[config.mk]
export PLATFORM = sky130hd
export DESIGN_NAME = hpm_ctrl
export DESIGN_NICKNAME = d
export VERILOG_FILES = /design/src/include/hpm_pkg.sv /design/src/core/hpm_gate_mux.sv /design/src/core/hpm_ctrl.sv
export VERILOG_INCLUDE_DIRS = /design/src /design/src/include
export SDC_FILE = /design/constraint.sdc
export NUM_CORES = 1
export LEC_CHECK = 0
export ABC_AREA = 1
export BUFFER_PORTS_ARGS = -buffer_cell sky130_fd_sc_hd__buf_2
export CAP_MARGIN = 20
export CORE_MARGIN = 3
export CORE_UTILIZATION = 45
export DETAILED_ROUTE_END_ITERATION = 6
export PLACE_DENSITY_LB_ADDON = 0.25
export SLEW_MARGIN = 20
export SYNTH_ARGS = -nofsm -noshare
export SYNTH_HDL_FRONTEND = slang
export SYNTH_HIERARCHICAL = 1
export SYNTH_SLANG_ARGS = --single-unit
export TNS_END_PERCENT = 30
[constraint.sdc]
create_clock -name clock_i -period 1.78 [get_ports clock_i]
set_input_delay 0.534 -clock clock_i [delete_from_list [all_inputs] [get_ports clock_i]]
set_output_delay 0.534 -clock clock_i [all_outputs]
set_load 0.02 [all_outputs]
[src/include/hpm_cfg.svh]
// constants for the harvester mode and power mux control block
`ifndef HPM_CFG_SVH
`define HPM_CFG_SVH

// ==========================================================
// clock and times
`define HPM_CLK_MHZ        100
`define HPM_DEAD_NS        5000
`define HPM_DEAD_CYC       ((`HPM_DEAD_NS * `HPM_CLK_MHZ) / 1000)
`define HPM_SAMPLE_MS      64
// milliseconds to cycles kept inside 32-bit int arithmetic
`define HPM_SAMPLE_CYC     (`HPM_SAMPLE_MS * 1000 * `HPM_CLK_MHZ)
`define HPM_SETTLE_MS      32
`define HPM_SETTLE_CYC     (`HPM_SETTLE_MS * 1000 * `HPM_CLK_MHZ)
`define HPM_PULSE_CYC      16
`define HPM_CNT_W          32

`endif

[src/include/hpm_pkg.sv]
// types for the harvester mode and power mux control block
package hpm_pkg;

	// ==========================================================
	// operating modes
	typedef enum logic [1:0] {
		HPM_SHIP       = 2'h0,
		HPM_COLDSTART  = 2'h1,
		HPM_CHARGE     = 2'h3,
		HPM_THERMAL    = 2'h2
	} hpm_mode_type;

	// ==========================================================
	// comparator levels seen by the controller
	typedef struct packed {
		logic storage_above_chgen;
		logic input_above_coldstart;
		logic power_above_coldstart;
		logic above_uv_rise;
		logic below_uv;
		logic at_ov;
		logic below_ov_hyst;
		logic over_temp;
		logic below_temp_hyst;
	} hpm_sense_type;

	// ==========================================================
	// gate pair
	typedef struct packed {
		logic primary_gate_drive;
		logic secondary_gate_drive;
	} hpm_gates_type;

endpackage

[src/core/hpm_gate_mux.sv]
// break-before-make driver pair for the store multiplexer
`timescale 1ns/10ps
`default_nettype none
`include "hpm_cfg.svh"

module hpm_gate_mux #(
	parameter int DEAD_CYC = `HPM_DEAD_CYC
) (
	// clock and reset
	input  wire logic                  clock_i,
	input  wire logic                  srst_i,
	// control
	input  wire logic                  good_valid_i,
	input  wire logic                  battery_good_i,
	// gates
	output hpm_pkg::hpm_gates_type     gates_o
);
	import hpm_pkg::*;

	typedef enum logic [1:0] {
		GM_NONE = 2'h0,
		GM_DEAD = 2'h1,
		GM_SEC  = 2'h3,
		GM_PRI  = 2'h2
	} hpm_gm_state_type;

	hpm_gm_state_type state;
	hpm_gm_state_type next_state;
	logic [15:0]      count;
	logic [15:0]      next_count;
	logic             target;
	logic             next_target;
	hpm_gates_type    next_gates;

	// state next values; any store change passes through both-high dead time
	always_comb begin
		next_state  = state;
		next_count  = count;
		next_target = target;
		unique case (state)
			GM_NONE: begin
				if (good_valid_i) begin
					next_state  = GM_DEAD;
					next_target = battery_good_i;
					next_count  = 16'(DEAD_CYC);
				end
			end
			GM_DEAD: begin
				if (count > 16'h0001) begin
					next_count = count - 16'h0001;
				end else begin
					next_state = target ? GM_SEC : GM_PRI;
				end
			end
			GM_SEC: begin
				if (!battery_good_i) begin
					next_state  = GM_DEAD;
					next_target = 1'b0;
					next_count  = 16'(DEAD_CYC);
				end
			end
			GM_PRI: begin
				if (battery_good_i) begin
					next_state  = GM_DEAD;
					next_target = 1'b1;
					next_count  = 16'(DEAD_CYC);
				end
			end
		endcase
		// high means switch open; only the settled state pulls one low
		next_gates.primary_gate_drive   = (next_state != GM_PRI);
		next_gates.secondary_gate_drive = (next_state != GM_SEC);
	end

	// registers; both gates high at reset so no store is connected
	always_ff @(posedge clock_i) begin
		if (srst_i) begin
			state   <= GM_NONE;
			count   <= 16'h0000;
			target  <= 1'b0;
			gates_o <= 2'h3;
		end else begin
			state   <= next_state;
			count   <= next_count;
			target  <= next_target;
			gates_o <= next_gates;
		end
	end

endmodule
`default_nettype wire

[src/core/hpm_ctrl.sv]
// mode sequencer, feedback sampling and store switch control
`timescale 1ns/10ps
`default_nettype none
`include "hpm_cfg.svh"

module hpm_ctrl #(
	parameter int SAMPLE_CYC = `HPM_SAMPLE_CYC,
	parameter int SETTLE_CYC = `HPM_SETTLE_CYC,
	parameter int PULSE_CYC  = `HPM_PULSE_CYC,
	parameter int DEAD_CYC   = `HPM_DEAD_CYC
) (
	// clock and reset
	input  wire logic                   clock_i,
	input  wire logic                   srst_i,
	// analogue comparator levels and pins
	input  wire hpm_pkg::hpm_sense_type sense_i,
	input  wire logic                   enable_i,
	input  wire logic                   good_compare_i,
	// charger and divider controls
	output logic                        coldstart_on_o,
	output logic                        charger_on_o,
	output logic                        divider_bias_node_o,
	output logic                        divider_levels_o,
	output logic                        init_pulse_o,
	output logic                        reference_hold_o,
	output logic                        store_switch_o,
	output logic                        battery_good_o,
	output hpm_pkg::hpm_mode_type       mode_o,
	// store multiplexer gates
	output logic                        primary_gate_drive_o,
	output logic                        secondary_gate_drive_o
);
	import hpm_pkg::*;

	// ==========================================================
	// input synchronisers
	hpm_sense_type sense_meta;
	hpm_sense_type sense;
	logic [1:0]    pin_meta;
	logic [1:0]    pin_sync;

	// two flops before any logic looks at a pin
	// comparator levels move slowly, so two cycles of latency are harmless
	always_ff @(posedge clock_i) begin
		if (srst_i) begin
			sense_meta <= '0;
			sense      <= '0;
			pin_meta   <= 2'h0;
			pin_sync   <= 2'h0;
		end else begin
			sense_meta <= sense_i;
			sense      <= sense_meta;
			pin_meta   <= {enable_i, good_compare_i};
			pin_sync   <= pin_meta;
		end
	end

	wire logic enable_s  = pin_sync[1];
	wire logic good_cmp  = pin_sync[0];

	// ==========================================================
	// start-up sequence after coldstart
	typedef enum logic [1:0] {
		SQ_IDLE   = 2'h0,
		SQ_PULSE  = 2'h1,
		SQ_SETTLE = 2'h3,
		SQ_RUN    = 2'h2
	} hpm_seq_type;

	function automatic logic [`HPM_CNT_W-1:0] cyc(input int n);
		cyc = `HPM_CNT_W'(n);
	endfunction

	hpm_mode_type          mode;
	hpm_mode_type          next_mode;
	hpm_seq_type           seq;
	hpm_seq_type           next_seq;
	logic [`HPM_CNT_W-1:0] seq_count;
	logic [`HPM_CNT_W-1:0] next_seq_count;
	logic [`HPM_CNT_W-1:0] tick;
	logic [`HPM_CNT_W-1:0] next_tick;
	logic                  ov_block;
	logic                  next_ov_block;
	logic                  temp_block;
	logic                  next_temp_block;
	logic                  store_sw;
	logic                  next_store_sw;
	logic                  good;
	logic                  next_good;
	logic                  good_valid;
	logic                  next_good_valid;

	// sample strobe: last cycle of each sampling period
	// declared ahead of the processes that read it; divider comparators
	// are only trusted on this strobe, so good, overvoltage and
	// undervoltage-rise decisions change at most once per period
	wire logic sample_now = (seq == SQ_SETTLE || seq == SQ_RUN) && tick == cyc(1);

	// mode selection, highest priority first
	// coldstart outranks the enable pin, which has no effect until the rail is up
	// thermal only stops the charger; the sequence keeps sampling through it
	always_comb begin
		if (!sense.storage_above_chgen) begin
			next_mode = HPM_COLDSTART;
		end else if (enable_s) begin
			next_mode = HPM_SHIP;
		end else if (temp_block) begin
			next_mode = HPM_THERMAL;
		end else begin
			next_mode = HPM_CHARGE;
		end
	end

	// sequencer and sampling timebase
	// pulse and settle lengths run on seq_count, the sampling period on tick
	always_comb begin
		next_seq        = seq;
		next_seq_count  = seq_count;
		next_tick       = tick;
		next_ov_block   = ov_block;
		next_temp_block = temp_block;
		next_store_sw   = store_sw;
		next_good       = good;
		next_good_valid = good_valid;
		// coldstart and ship reset the sequencer, tick and overvoltage block; ship also opens the store switch
		if (mode == HPM_COLDSTART || mode == HPM_SHIP) begin
			next_seq       = SQ_IDLE;
			next_seq_count = '0;
			next_tick      = '0;
			next_ov_block  = 1'b0;
			if (mode == HPM_SHIP) begin
				next_store_sw = 1'b0;
			end
		end else begin
			unique case (seq)
				SQ_IDLE: begin
					next_seq       = SQ_PULSE;
					next_seq_count = cyc(PULSE_CYC);
				end
				SQ_PULSE: begin
					if (seq_count > cyc(1)) begin
						next_seq_count = seq_count - cyc(1);
					end else begin
						next_seq       = SQ_SETTLE;
						next_seq_count = cyc(SETTLE_CYC);
						next_tick      = cyc(SAMPLE_CYC - PULSE_CYC);
					end
				end
				SQ_SETTLE: begin
					if (seq_count > cyc(1)) begin
						next_seq_count = seq_count - cyc(1);
					end else begin
						next_seq = SQ_RUN;
					end
				end
				SQ_RUN: begin
					next_seq = SQ_RUN;
				end
			endcase
			// sampling counter runs from the end of the pulse, preloaded to cover the pulse length
			if (seq == SQ_SETTLE || seq == SQ_RUN) begin
				if (tick > cyc(1)) begin
					next_tick = tick - cyc(1);
				end else begin
					next_tick = cyc(SAMPLE_CYC);
				end
			end
			// divider comparators evaluated only on the sample strobe
			if (sample_now) begin
				next_good_valid = 1'b1;
				next_good       = good_cmp;
				if (sense.at_ov) begin
					next_ov_block = 1'b1;
				end else if (sense.below_ov_hyst) begin
					next_ov_block = 1'b0;
				end
				if (sense.above_uv_rise) begin
					next_store_sw = 1'b1;
				end
			end
		end
		// undervoltage opening protects the store in any mode
		// applied last so it wins over a rise seen on the same strobe
		if (sense.below_uv) begin
			next_store_sw = 1'b0;
		end
		// thermal hysteresis is tracked continuously
		if (sense.over_temp) begin
			next_temp_block = 1'b1;
		end else if (sense.below_temp_hyst) begin
			next_temp_block = 1'b0;
		end
	end

	// state registers; every next value is taken on the same edge
	always_ff @(posedge clock_i) begin
		if (srst_i) begin
			mode       <= HPM_COLDSTART;
			seq        <= SQ_IDLE;
			seq_count  <= '0;
			tick       <= '0;
			ov_block   <= 1'b0;
			temp_block <= 1'b0;
			store_sw   <= 1'b0;
			good       <= 1'b0;
			good_valid <= 1'b0;
		end else begin
			mode       <= next_mode;
			seq        <= next_seq;
			seq_count  <= next_seq_count;
			tick       <= next_tick;
			ov_block   <= next_ov_block;
			temp_block <= next_temp_block;
			store_sw   <= next_store_sw;
			good       <= next_good;
			good_valid <= next_good_valid;
		end
	end

	// ==========================================================
	// registered outputs
	logic next_charger;
	logic next_bias;
	logic next_levels;
	logic next_pulse;
	logic next_hold;

	// divider bias: rail connect then level generation, two cycles per sample
	// bias also stands through the init pulse, which resets the divider levels
	always_comb begin
		next_charger = (mode == HPM_CHARGE) && seq == SQ_RUN && !ov_block;
		next_pulse   = (seq == SQ_PULSE);
		next_hold    = (seq == SQ_RUN);
		next_bias    = next_pulse || sample_now;
		next_levels  = (seq == SQ_SETTLE || seq == SQ_RUN) && tick == cyc(SAMPLE_CYC);
	end

	always_ff @(posedge clock_i) begin
		if (srst_i) begin
			coldstart_on_o      <= 1'b0;
			charger_on_o        <= 1'b0;
			divider_bias_node_o <= 1'b0;
			divider_levels_o    <= 1'b0;
			init_pulse_o        <= 1'b0;
			reference_hold_o    <= 1'b0;
			store_switch_o      <= 1'b0;
			battery_good_o      <= 1'b0;
			mode_o              <= HPM_COLDSTART;
		end else begin
			coldstart_on_o      <= (next_mode == HPM_COLDSTART)
				&& sense.input_above_coldstart && sense.power_above_coldstart;
			charger_on_o        <= next_charger;
			divider_bias_node_o <= next_bias;
			divider_levels_o    <= next_levels;
			init_pulse_o        <= next_pulse;
			reference_hold_o    <= next_hold;
			store_switch_o      <= store_sw && mode != HPM_SHIP;
			battery_good_o      <= good;
			mode_o              <= mode;
		end
	end

	// ==========================================================
	// store multiplexer
	// the mux holds both gates open until the first good sample is valid
	hpm_gates_type gates;

	hpm_gate_mux #(
		.DEAD_CYC (DEAD_CYC)
	) u_gate_mux (
		.clock_i        (clock_i),
		.srst_i         (srst_i),
		.good_valid_i   (good_valid),
		.battery_good_i (good),
		.gates_o        (gates)
	);

	// gate pair comes straight from the mux flops
	assign primary_gate_drive_o   = gates.primary_gate_drive;
	assign secondary_gate_drive_o = gates.secondary_gate_drive;

endmodule
`default_nettype wire

==> results of run 1 <==
## metrics by stage
| stage | total power (W) | cell area (sq um) |
|---|---|---|
| after global routing | 0.006638 | 8623 |
| final | 0.006420 | 8623 |
| after detailed placement | 0.003051 | 7586 |
| after global placement | 0.003050 | 7586 |
| after CTS | 0.006481 | 8184 |
| after floorplan | 0.003000 | 6877 |
## cell type report
cell class | count | share of cell area (%)
multi-input combinational | 797 | 46.31
sequential | 126 | 29.37
clock inverter | 15 | 1.915
inverter | 125 | 5.644
tap | 184 | 2.670
timing repair buffer | 98 | 9.156
clock buffer | 17 | 4.933
## cells by family after synthesis
group	count (synthesis)	synth area share (%)
AOI/OAI and AO/OA	99	8.224
xor gates and xnor gates	21	2.675
adders and majority gates	7	1.274
buffers and inverters	153	9.243
DFF	126	36.68
and+or+nand+nor	667	41.90
## power by group through the flow
stage | registers, W | clock network (W) | logic, W
2_1_floorplan | 0.00292 | 0 | 0.0000827
3_5_place_dp | 0.00292 | 0 | 0.000132
3_3_place_gp | 0.00292 | 0 | 0.000130
6_report | 0.00286 | 0.00342 | 0.000145
4_1_cts | 0.00286 | 0.00349 | 0.000133
5_1_grt | 0.00286 | 0.00362 | 0.000162
## repair_timing
action / CTS / global route
gates resized for setup: 3 / 80
pin swaps: 0 / 16
setup endpoints to repair: 20 / 85
hold endpoints to repair: 0 / 0
setup buffers: 0 / 9
gates cloned: 0 / 5
## flip-flops by register name, indices dropped and copies added, names as in the netlist, 9 cells and up
name              cells
seq_count            32
tick                 32
u_gate_mux/count     16
sense                 9
sense_meta            9
## synthesized netlist by cell type, drive strengths merged
| cell | number | area share, % |
|---|---|---|
| buf | 13 | 1.6 |
| xnor2 | 4 | 0.51 |
| clkbuf | 15 | 0.82 |
| a21oi | 70 | 5.9 |
| dfxtp | 126 | 37 |
| nand4 | 19 | 1.7 |
| o21ai | 22 | 1.6 |
| o21bai | 5 | 0.55 |
| nand3b | 4 | 0.44 |
| or2 | 7 | 0.64 |
| nor3b | 1 | 0.11 |
| o211ai | 1 | 0.11 |
| nor2 | 230 | 13 |
| nand3 | 102 | 7.5 |
| nand2 | 290 | 17 |
| inv | 115 | 6.3 |
| ha | 7 | 1.3 |
| nor3 | 11 | 0.87 |
| clkinv | 10 | 0.55 |
| a21o | 1 | 0.11 |
| nor4 | 3 | 0.27 |
| xor2 | 17 | 2.2 |
## final timing paths
path,cells after the start,slack (ns),endpoint,startpoint
max,11,0.07,seq_count[26]$_SDFFE_PP0P_,seq_count[9]$_SDFFE_PP0P_
min,3,0.31,sense_meta[6]$_SDFF_PP0_,sense_i[6]
max reg2reg,11,0.07,seq_count[26]$_SDFFE_PP0P_,seq_count[9]$_SDFFE_PP0P_
min reg2reg,1,0.38,store_sw$_SDFFE_PP0P_,sense[4]$_SDFF_PP0_
## routing by layer
metal | vias up | wire length, microns | GRT usage (%)
li1 | 3589 | - | -
met1 | 3108 | 8553 | 29.19
met2 | 170 | 8192 | 33.88
met3 | 37 | 830 | 4.823
met4 | 0 | 332 | 7.763
met5 | - | 0 | 0
## tightest hold or removal path, delay by kind of cell
kind          cells  cell delay [ns]
buf+inv           2             0.11
simple gates      1             0.06
==> impl.org, run 1 <==
** Timing
- Dividing the final minimum period by the clock period gives a little over nine tenths.
- The hold violation count in the final report came to 0.
- Setup total negative slack on the finished layout was measured at 0 ns.
- Worst-margin pin slew :: ~0.57 ns
- In the post-route analysis, the smallest setup slack over all paths is roughly 0.066 ns.
- The number of pins with negative max-slew slack in the final report came to 0.
- Number of setup violations in the final report :: 0
- For this run, the top clock speed supported by timing is 583.3 MHz.
- RSZ-0062 raised after global routing :: true
- Final critical path time including I/O delays and setup :: between 1.5 and 2 ns
- Clock skew on the completed layout was measured at 0.008309 ns.
- Relative max-transition margin :: 61.72%
- Worst hold margin :: 0.3052 ns

** Place
- Timing analysis after detailed placement gives a worst setup slack of -0.05162 ns.
- Gp weighted congestion :: 0.9053
- # port buffers :: 24
- Once detailed placement completed, the half-perimeter wirelength came to ~12000 microns.
- After detailed placement, the design holds a cell count of about 1.3k.

** CTS
- Hold-fix buffers, CTS :: 0
- Clock latency on the worst-skew pair :: between 0.4 and 0.5 ns
- Maximum buffer depth of the clock tree :: 2
- Clk sinks :: between 100 and 150
- Number of levels in the clock H-tree :: 4
- TritonCTS built the clock tree.
- Clock edge transition at the registers on the reported setup and hold paths :: approximately 0.07 ns
- Total clock buffers created by CTS :: 17
- The cell sitting at the root of the clock tree is a clkbuf_16.

** Global routing
- The initial antenna violation count was 0.
- Maximum number of pins on one net before global-route repair :: 32
- The via count of the first global-routing pass came to between 6k and 7k.
- Wire length of the first global-routing pass :: about 30000 microns
- Aggregate global-route resource usage :: between 20% and 30%
- Leftover overflow at the end of global routing :: 0

** Die
- Die Width :: approximately 130 microns
- Num ports :: 25
- Initial Util :: a little under half
- The die covers between 0.015 and 0.02 sq mm.
- Measured along the y axis, the die boundary spans approximately 130 microns.
- Number of core rows :: 44
- Core Region :: roughly 0.015 sq mm

** Critical path
- Counting both buffers and inverters, the worst setup path holds a total of 1.
- Counting stages on the worst path, the most repeated cell is nand2_8.
- The largest single stage delay on the critical path is 0.34 ns.
- The critical path goes through nor2_2 > nand2_2 > nor2_4 > nand2_1 > nand2_4 > nand2_8 > nand2_8 > buf_12 > nand2_8 > a21oi_2 > nor2_1.
- Gate family responsible for the most delay along the worst path :: simple AND/OR/NAND/NOR gates
- The slowest stage of the critical path belongs to the cell dfxtp_2.
- Data on the critical path arrives at its endpoint at roughly 2.0 ns.
- Required @ worst endpoint :: roughly 2.1 ns
- Kind of critical path :: reg2reg
- The worst setup path is launched from a register.
- The worst setup path is captured at a register.
- In this run the worst path has a maximum fanout of 8.

** Power
- Leakage power :: just over 4 nW
- Of the total power, the share spent switching nets is 25.48%.
- VDD sags by at most between 700 and 800 uV.
- In this run the power spent charging and discharging nets is 0.001636 W.
- Power spread over the standard cell area amounts to approximately 740 mW/mm^2.
- The clock network burns 53.3% of the power.
- Proportion of power drawn by combinational gates :: 2.3%
- The internal power of the cells totals between 0.004 and 0.005 W.
- Sequential cells burn around 45% of the power.

** Synthesis
- After technology mapping, the gate count stands at 1073.
- Number of synthesis warnings :: 6
- The number of nets handed over by synthesis was approximately 1.1k.
- Synthesis-stage register bit count :: 126
- Cell area after synthesis :: roughly 0.0069 sq mm
- Synth unique cells :: 39
- Sequential-to-total area share from yosys stat :: between 30 and 40%
- Avg Cell Area, Syn :: roughly 6.4 sq um

** Route
- First-pass detailed-route iteration total :: 4
- DRC violation count after routing :: 0
- For this block, the via count after detailed routing is 6904.
- Final antenna-violating net count :: 0
- After detailed routing, the total wire length is 17910 microns.
- Iter 0 DRT Violations :: ~520
- Detail-routed net length per standard cell :: roughly 13 microns
- After detailed routing, the number of vias per cell comes to around 5.

** Cells and area
- The count of cells in the finished layout, fillers not included, comes to 1362.
- Leaving out fill and tap cells, the most frequent cells in the layout are nand2_1 (268), nor2_1 (198), dfxtp_1 (118).
- The library cell used most frequently in the layout, excluding fill and tap cells, is nand2_1.
- Final Util :: about three fifths
- Fill cell count :: 1406
- The final layout contains about 1.2k nets.
- The number of antenna diodes in the final layout is 0.
- Layout cells sized above 1 :: roughly a fifth
- Multi-input gate area :: ~0.004 sq mm
- From synthesis to final layout, the design area changed by 25.40%.
- Sequential standard cell area :: roughly 0.0025 sq mm

** Job
- The tool flagged a number of max-cap violations equal to 0.

** Worst hold path
- Worst Hold Class :: in2reg

** Status
- Status :: complete, no violations
Power figures use the tool's default switching activity.
==> inputs of run 2 (changes only) <==
--- a/config.mk
+++ b/config.mk
@@ -6,7 +6,7 @@
 export SDC_FILE = /design/constraint.sdc
 export NUM_CORES = 1
 export LEC_CHECK = 0
-export ABC_AREA = 1
+export ABC_AREA = 0
 export BUFFER_PORTS_ARGS = -buffer_cell sky130_fd_sc_hd__buf_2
 export CAP_MARGIN = 20
 export CORE_MARGIN = 3
==> run 2 against run 1 <==
Compared with the run above: the flow now finishes with violations (negative setup slack); sequential power about the same; first-iteration DRC count up 6.3%; via count down 9.5%; critical path depth down 5; power down 1.7%; cell area up 2.4%; synthesized area down 12%; combinational power about the same; final cell count down 20%; non-clock buffer count up 121; largest power group unchanged.
==> impl.org, run 2 <==
** Power
- The peak ir drop on the vdd network came to 812.2 uV (+5.7%).
- The sum of internal, switching and leakage power came to 0.006308 W (-1.7%).
- Power density relative to cell area :: 714.4 mW/mm^2 (-4.0%)
- Leakage power :: 3.751 nW (-8.2%)

** Synthesis
- Sorting the synthesized cells by area gives the leading types as dfxtp_1 (42%), a21oi_1 (4.4%), or4_1 (3.5%).
- Avg Cell Area, Syn :: 8.676 sq um (+35%)
- Count of flip-flops with a built-in enable after synthesis :: 0 (unchanged)
- Number of synthesis warnings :: 6 (unchanged)
- Cell type with the largest total area after synthesis :: dfxtp_1
- The async set or reset register ratio after synthesis is 0% (unchanged).
- Ranked by instance count, the synthesized netlist is headed by dfxtp_1 (126), a21oi_1 (53), nand2_1 (41), nor2_1 (40), o21ai_0 (29).
- The number of different library cells in the post-synthesis netlist was 74 (+90%).
- The number of flip-flops and latches in the synthesized netlist is 126 (unchanged).
- By instance count, the leading cell after synthesis is dfxtp_1.
- Cell area after synthesis :: 0.006065 sq mm (-12%)
- Net count after synthesis :: 719 (-34%)
- Most used DFF post-synth :: dfxtp_1
- The sequential-to-total area share from yosys stat was 41.59% (+4.9 points).
- Top cell type's share of synthesized area :: 41.59% (+4.9 points)
- The gate count after technology mapping is 699 (-35%).

** Route
- The residual antenna-violating net count after detailed routing is 0 (unchanged).
- First-pass detailed-route iteration total :: 5 (+1)
- The detailed-route vias per instance was 5.761 (+14%).
- DRC violation count after routing :: 0 (unchanged)
- Iter 0 DRT Violations :: 557 (+6.3%)
- Number of vias in the routed layout :: 6251 (-9.5%)
- Detail-routed net length per standard cell :: 16.57 microns (+26%)
- The total wirelength of the detailed-routed design was 17980 microns (+0.37%).

** Critical path
- STA classifies the critical path endpoint as a register.
- Dominant cell type by count on the critical path :: or4_4
- The maximum single-stage delay on the critical path came to 0.59 ns (+0.25 ns).
- The critical path is of the reg2reg type.
- The data required time at the worst endpoint is 2.09 ns (about the same).
- The maximum fanout along the worst path is 5 (-3).
- The data arrival time of the worst path is 2.55 ns (+0.52 ns).
- Critical-path top delay cell :: or4_4
- STA classifies the critical path startpoint as a register.
- Worst-path cell chain :: or4_4 > or4_4 > o31ai_4 > buf_6 > o41ai_1 > a31o_2

** Die
- Die outline area :: 0.01491 sq mm (-11%)
- The initial core utilization came to 47.10% (+0.49 points).
- The total I/O pin count was 25 (unchanged).
- The width of the die is 122.1 microns (-5.8%).
- Number of core rows :: 41 (-6.8%)
- Die H :: 122.1 microns (-5.8%)
- The area of the core region was 0.01288 sq mm (-13%).

** CTS
- CTS placed an instance of clkbuf_16 at the clock tree root.
- Total clock buffers created by CTS :: 17 (unchanged)
- TritonCTS built the clock tree.
- The clock latency on the worst-skew pair was 0.42 ns (about the same).
- Number of levels in the clock H-tree :: 4 (unchanged)
- Maximum buffer depth of the clock tree :: 2 (unchanged)
- The CTS clock-pin slew for the worst setup and hold paths is 0.06 ns (about the same).
- Clk sinks :: 126 (unchanged)

** Cells and area
- Top library cells by usage in the layout, fill and taps aside :: buf_4 (175), dfxtp_1 (119), a21oi_1 (45)
- Fill cell count :: 963 (-32%)
- Total inserted antenna cells :: 0 (unchanged)
- The register area is 0.002531 sq mm (about the same).
- The number of cells in the finished layout apart from fillers is 1085 (-20%).
- Multi-input gate area :: 0.003766 sq mm (-5.7%)
- Fin nets :: 921 (-22%)
- Layout cells sized above 1 :: 38.44% (+17 points)
- Top Registers :: seq_count: 32 flops, tick: 32 flops, u_gate_mux/count: 16 flops
- Summed area of non-filler cells in the final layout :: 0.008830 sq mm (+2.4%)
- The area growth from synthesis to layout is 45.60%.
- Most common cell after layout, fill and taps aside :: buf_4

** Timing
- Number of setup violations in the final report :: 68 (+68)
- Setup repair after global routing could not meet its margin everywhere.
- Clock Skews :: 0.01266 ns (+0.004353 ns)
- The tightest slew margin relative to the limit came to 60.07% (-1.6 points).
- Final count of pins violating max slew :: 0 (unchanged)
- The final worst-path cycle share is 125.8% (+29 points).
- The post-route worst setup slack is -0.4593 ns (-0.5250 ns).
- Maximum clock rate :: 446.6 MHz (-23%)
- Setup TNS :: -22.02 ns (-22.02 ns)
- The slew at the pin with the worst max-slew slack is 0.5956 ns (+0.02218 ns).
- The hold violation count in the final report was 0 (unchanged).
- Final critical path time including I/O delays and setup :: 2.239 ns (+0.5250 ns)

** Global routing
- The initial antenna violation count was 0 (unchanged).
- Maximum number of pins on one net before global-route repair :: 48 (+50%)
- The global-route usage over all layers is 24.10% (+2.5 points).
- Leftover overflow at the end of global routing :: 0 (unchanged)
- Wire length of the first global-routing pass :: 29040 microns (-1.5%)
- The via count of the first global-routing pass is 6244 (-0.064%).

** Place
- The HPWL reported at the end of detailed placement is 11650 microns (-5.8%).
- Cell count after placement :: 1039 (-21%)
- The post-detailed-placement cell area came to 0.007640 sq mm (+0.71%).
- The minimum setup slack after placement is -0.5073 ns (-0.4557 ns).
- The last weighted congestion value of the routability-driven placer is 0.8785 (-3.0%).
- The count of input and output buffers was 24 (unchanged).

** Worst hold path
- The tightest min-delay check is of the in2reg type.

** Status
- The run finished, with violations left.
- The checks that failed: negative setup slack.

** Job
- Max capacitance violation total :: 0 (unchanged)
## run 2: final timing paths
path         slack, ns                         to                       start  depth (start not counted)
max              -0.46  seq_count[4]$_SDFFE_PP0P_  seq_count[29]$_SDFFE_PP0P_                          6
min               0.32   sense_meta[1]$_SDFF_PP0_                  sense_i[1]                          2
max reg2reg      -0.46  seq_count[4]$_SDFFE_PP0P_  seq_count[29]$_SDFFE_PP0P_                          6
min reg2reg       0.40      store_sw$_SDFFE_PP0P_         sense[4]$_SDFF_PP0_                          1
## run 2: stage by stage
step / hold WS [ns] / util [%]
floorplan: 0.3695 / -
global placement: 0.3760 / 59.33
detailed placement: 0.3807 / 59.33
CTS: 0.3098 / 65.81
global route: 0.3171 / 68.57
finish: 0.3228 / 68.57
## run 2: repair_timing
action                     CTS  global route
pin swaps                   21            27
hold buffers                 0             0
gates resized for setup     48            69
buffers inserted             5             7
setup endpoints to repair   72            81
gates cloned                 3             0
## run 2: cell families after synthesis
| family | synth area share, % |
|---|---|
| mux | 0.7015 |
| buf+inv | 4.147 |
| fa+ha+maj | 1.444 |
| xor+xnor | 2.022 |
| simple gates | 29.26 |
| compound gates | 20.84 |
| flops | 41.59 |
## run 2: final cells by class
type                    instances  area share, %
clock buffers                  17          4.818
well taps                     172          2.437
clock inverters                14          1.502
repair buffers                219          18.99
multi-input cells             515          42.65
flip-flops and latches        126          28.67
inverters                      22         0.9352
## run 2: worst max-delay path: cells and delay by family, from the launching register on
kind | cells | cell delay (ns)
AND/OR/NAND/NOR | 2 | 1.14
flip-flops | 1 | 0.31
buffers and inverters | 1 | 0.15
AO/OA/AOI/OAI | 3 | 0.53
## run 2: where the power goes
part           internal, W  total (W)  switching (W)  leakage [nW]
Sequential         0.00285    0.00286     0.00000844          1.02
Clock              0.00194    0.00330        0.00137         0.273
Combinational    0.0000665   0.000147      0.0000809          2.45
Total              0.00485    0.00631        0.00146          3.75
## run 2: metal layers
| metal | routed length, microns | share of wire (%) | global-route usage [%] |
|---|---|---|---|
| met1 | 7829 | 44 | 28.60 |
| met2 | 9120 | 51 | 42.06 |
| met3 | 630 | 3.5 | 5.432 |
| met4 | 395 | 2.2 | 9.797 |
| met5 | 0 | 0 | 0 |
==> inputs of run 3 (changes only) <==
--- a/config.mk
+++ b/config.mk
@@ -12,6 +12,7 @@
 export CORE_MARGIN = 3
 export CORE_UTILIZATION = 45
 export DETAILED_ROUTE_END_ITERATION = 6
+export GPL_TIMING_DRIVEN = 0
 export PLACE_DENSITY_LB_ADDON = 0.25
 export SLEW_MARGIN = 20
 export SYNTH_ARGS = -nofsm -noshare
==> run 3 against run 2 <==
Compared with the run above: the flow still finishes with violations (negative setup slack); first-iteration DRC count up 11%; routed wire length increased by 3.6%; setup slack got worse by 0.14 ns; combinational power increased by 7%; critical endpoint unchanged.
==> impl.org, run 3 (synthesis gave the netlist of run 2 again) <==
** Timing
- The maximum clock skew at final layout came to 0.005994 ns (-0.006668 ns).
- The slew at the pin with the worst max-slew slack came to 0.7338 ns (+0.1382 ns).
- Share of the clock period used by the worst path :: 133.7% (+7.9 points)
- Maximum clock rate :: 420.1 MHz (-5.9%)
- Total count of hold-check failures in the final report :: 0 (unchanged)
- RSZ-0062 raised after global routing :: true
- The post-route minimum period is 2.381 ns (+0.1412 ns).
- Final count of pins violating max slew :: 0 (unchanged)
- Relative max-transition margin :: 51.08% (-9.0 points)
- The final total negative setup slack is -27.02 ns (-4.997 ns).
- The post-route worst setup slack came to -0.6006 ns (-0.1412 ns).
- Number of setup violations in the final report :: 69 (+1.5%)

** Power
- Power density relative to cell area :: 789.0 mW/mm^2 (+10%)
- The peak ir drop on the vdd network was 617.8 uV (-24%).
- The combinational share of power came to 2.4% (about the same).
- The sum of internal, switching and leakage power came to 0.006535 W (+3.6%).
- The total leakage power came to 3.337 nW (-11%).
- The switching power total is 0.001525 W (+4.6%).
- The sequential share of power came to 43.6% (-1.7 points).
- Clock group share of total power :: 54.0% (+1.6 points)
- The cell-internal power came to 0.005010 W (+3.3%).
- The proportion of total power due to net switching came to 23.34% (+0.21 points).

** Cells and area
- Relative to the synthesized area, the layout overhead comes to 36.58%.
- Layout cells sized above 1 :: 32.72% (-5.7 points)
- Top Registers :: seq_count: 32 flops, tick: 32 flops, u_gate_mux/count: 16 flops
- Top library cells by usage in the layout, fill and taps aside :: dfxtp_1 (107), buf_4 (51), a21oi_1 (45)
- The library cell used most frequently in the layout, excluding fill and tap cells, is dfxtp_1.
- The number of fill cells was 990 (+2.8%).
- Final Util :: 64.33% (-4.2 points)
- Total inserted antenna cells :: 0 (unchanged)
- Fin nets :: 820 (-11%)

** Die
- The area of the die was 0.01491 sq mm (unchanged).
- The total I/O pin count came to 25 (unchanged).
- The height of the die came to 122.1 microns (unchanged).
- The initial core utilization came to 47.10% (unchanged).
- Number of core rows :: 41 (unchanged)
- Die Width :: 122.1 microns (unchanged)
- The area of the core region came to 0.01288 sq mm (unchanged).

** Route
- The total wirelength of the detailed-routed design is 18620 microns (+3.6%).
- The detailed-route vias per instance is 6.345 (+10%).
- Final antenna-violating net count :: 0 (unchanged)
- Detail-routed net length per standard cell :: 18.90 microns (+14%)
- DRC violation count after routing :: 0 (unchanged)
- The number of search-and-repair iterations in the first detailed-routing pass was 5 (unchanged).
- The routed via count came to 6250 (-0.016%).
- Iter 0 DRT Violations :: 620 (+11%)

** Critical path
- The worst setup path is launched from a register.
- The maximum fanout along the worst path is 7 (+2).
- The startpoint identified for the worst register-to-register timing path is seq_count[4]$_SDFFE_PP0P_.
- Kind of critical path :: reg2reg
- Launch point of the critical path :: seq_count[4]$_SDFFE_PP0P_
- The worst setup path is captured at a register.
- Required @ worst endpoint :: 2.09 ns (about the same)
- The data arrival time of the worst path came to 2.69 ns (+0.14 ns).

** Global routing
- Wire length of the first global-routing pass :: 28630 microns (-1.4%)
- Vias in the first global route :: 5850 (-6.3%)
- The initial antenna violation count is 0 (unchanged).
- The routing usage on met3 was 7.057% (+1.6 points).
- The global-route met2 utilization was 39.68% (-2.4 points).
- The final global-route overflow total came to 0 (unchanged).
- Maximum number of pins on one net before global-route repair :: 17 (-65%)
- After global routing, the most crowded layer is met2.
- The met1 usage in global routing came to 29.64% (+1.0 points).
- The global-route usage over all layers was 24.20% (+0.095 points).

** CTS
- The maximum buffer depth of the clock tree came to 2 (unchanged).
- Total clock buffers created by CTS :: 17 (unchanged)
- Number of levels in the clock H-tree :: 4 (unchanged)
- The post-cts hold buffer count is 0 (unchanged).
- In this run the clock root is driven by a clkbuf_16.
- The number of clock sinks came to 126 (unchanged).
- Clock latency on the worst-skew pair :: 0.43 ns (about the same)
- Clock edge transition at the registers on the reported setup and hold paths :: 0.06 ns (about the same)
- TritonCTS built the clock tree.

** Status
- The run finished, with violations left.
- Violations in the final reports :: negative setup slack

** Place
- The HPWL reported at the end of detailed placement came to 10720 microns (-8.0%).
- Gp weighted congestion :: 0.8783 (about the same)
- # port buffers :: 24 (unchanged)

** Worst hold path
- The path class of the tightest hold or removal check is in2reg.
- The worst hold path begins at sense_i[6].

** Job
- The max capacitance violation total was 0 (unchanged).
run 3: path summary, 6_finish.rpt:
check,to,slack (ns),cells after the start
min,sense_meta[6]$_SDFF_PP0_,0.31,2
max,seq_count[4]$_SDFFE_PP0P_,-0.60,6
max reg2reg,seq_count[4]$_SDFFE_PP0P_,-0.60,6
min reg2reg,store_sw$_SDFFE_PP0P_,0.40,1
run 3: repair_timing:
action,CTS,global route
endpoints found under the hold margin,0,0
resized for setup,123,69
buffers inserted,51,8
endpoints found under the setup margin,87,91
pin swaps,36,45
gates cloned,2,2
run 3: per-layer routing:
| metal | wire [microns] | vias up |
|---|---|---|
| met5 | 0 | - |
| met4 | 687 | 0 |
| met3 | 1318 | 74 |
| met2 | 8936 | 303 |
| met1 | 7674 | 3004 |
| li1 | - | 2869 |
run 3: critical path, cell delays in order (launching register included):
cell	delay, ns
dfxtp_2	0.33
or4_4	0.55
or4_4	0.54
o31ai_4	0.33
buf_6	0.19
o41ai_2	0.09
a31o_2	0.24
run 3: through the flow:
step / hold WS, ns / worst slack (ns) / instances / cell area (sq um)
global route: 0.3208 / -0.6533 / 985 / 8283
detailed placement: 0.3808 / -1.237 / 895 / 6432
CTS: 0.3062 / -0.5510 / 977 / 7979
global placement: 0.3800 / -1.182 / 895 / 6432
finish: 0.3129 / -0.6006 / 985 / 8283
floorplan: 0.3695 / -0.4408 / 699 / 6097
run 3: power by group through the flow:
stage | sequential, W | combinational [W] | clock (W)
after floorplan | 0.00292 | 0.0000745 | 0
after global placement | 0.00292 | 0.000113 | 0
after detailed placement | 0.00292 | 0.000116 | 0
after CTS | 0.00285 | 0.000144 | 0.00357
after global routing | 0.00285 | 0.000169 | 0.00370
final | 0.00285 | 0.000157 | 0.00353
run 3: final cells by class:
class | instances | area [sq um] | area share (%)
repair buffers | 85 | 665.6 | 8.036
inverters | 22 | 82.58 | 0.9970
multi-input cells | 516 | 3951 | 47.70
well taps | 172 | 215.2 | 2.598
flip-flops and latches | 126 | 2556 | 30.86
clock inverters | 15 | 171.4 | 2.069
clock buffers | 17 | 425.4 | 5.136
plain buffers | 32 | 215.2 | 2.598
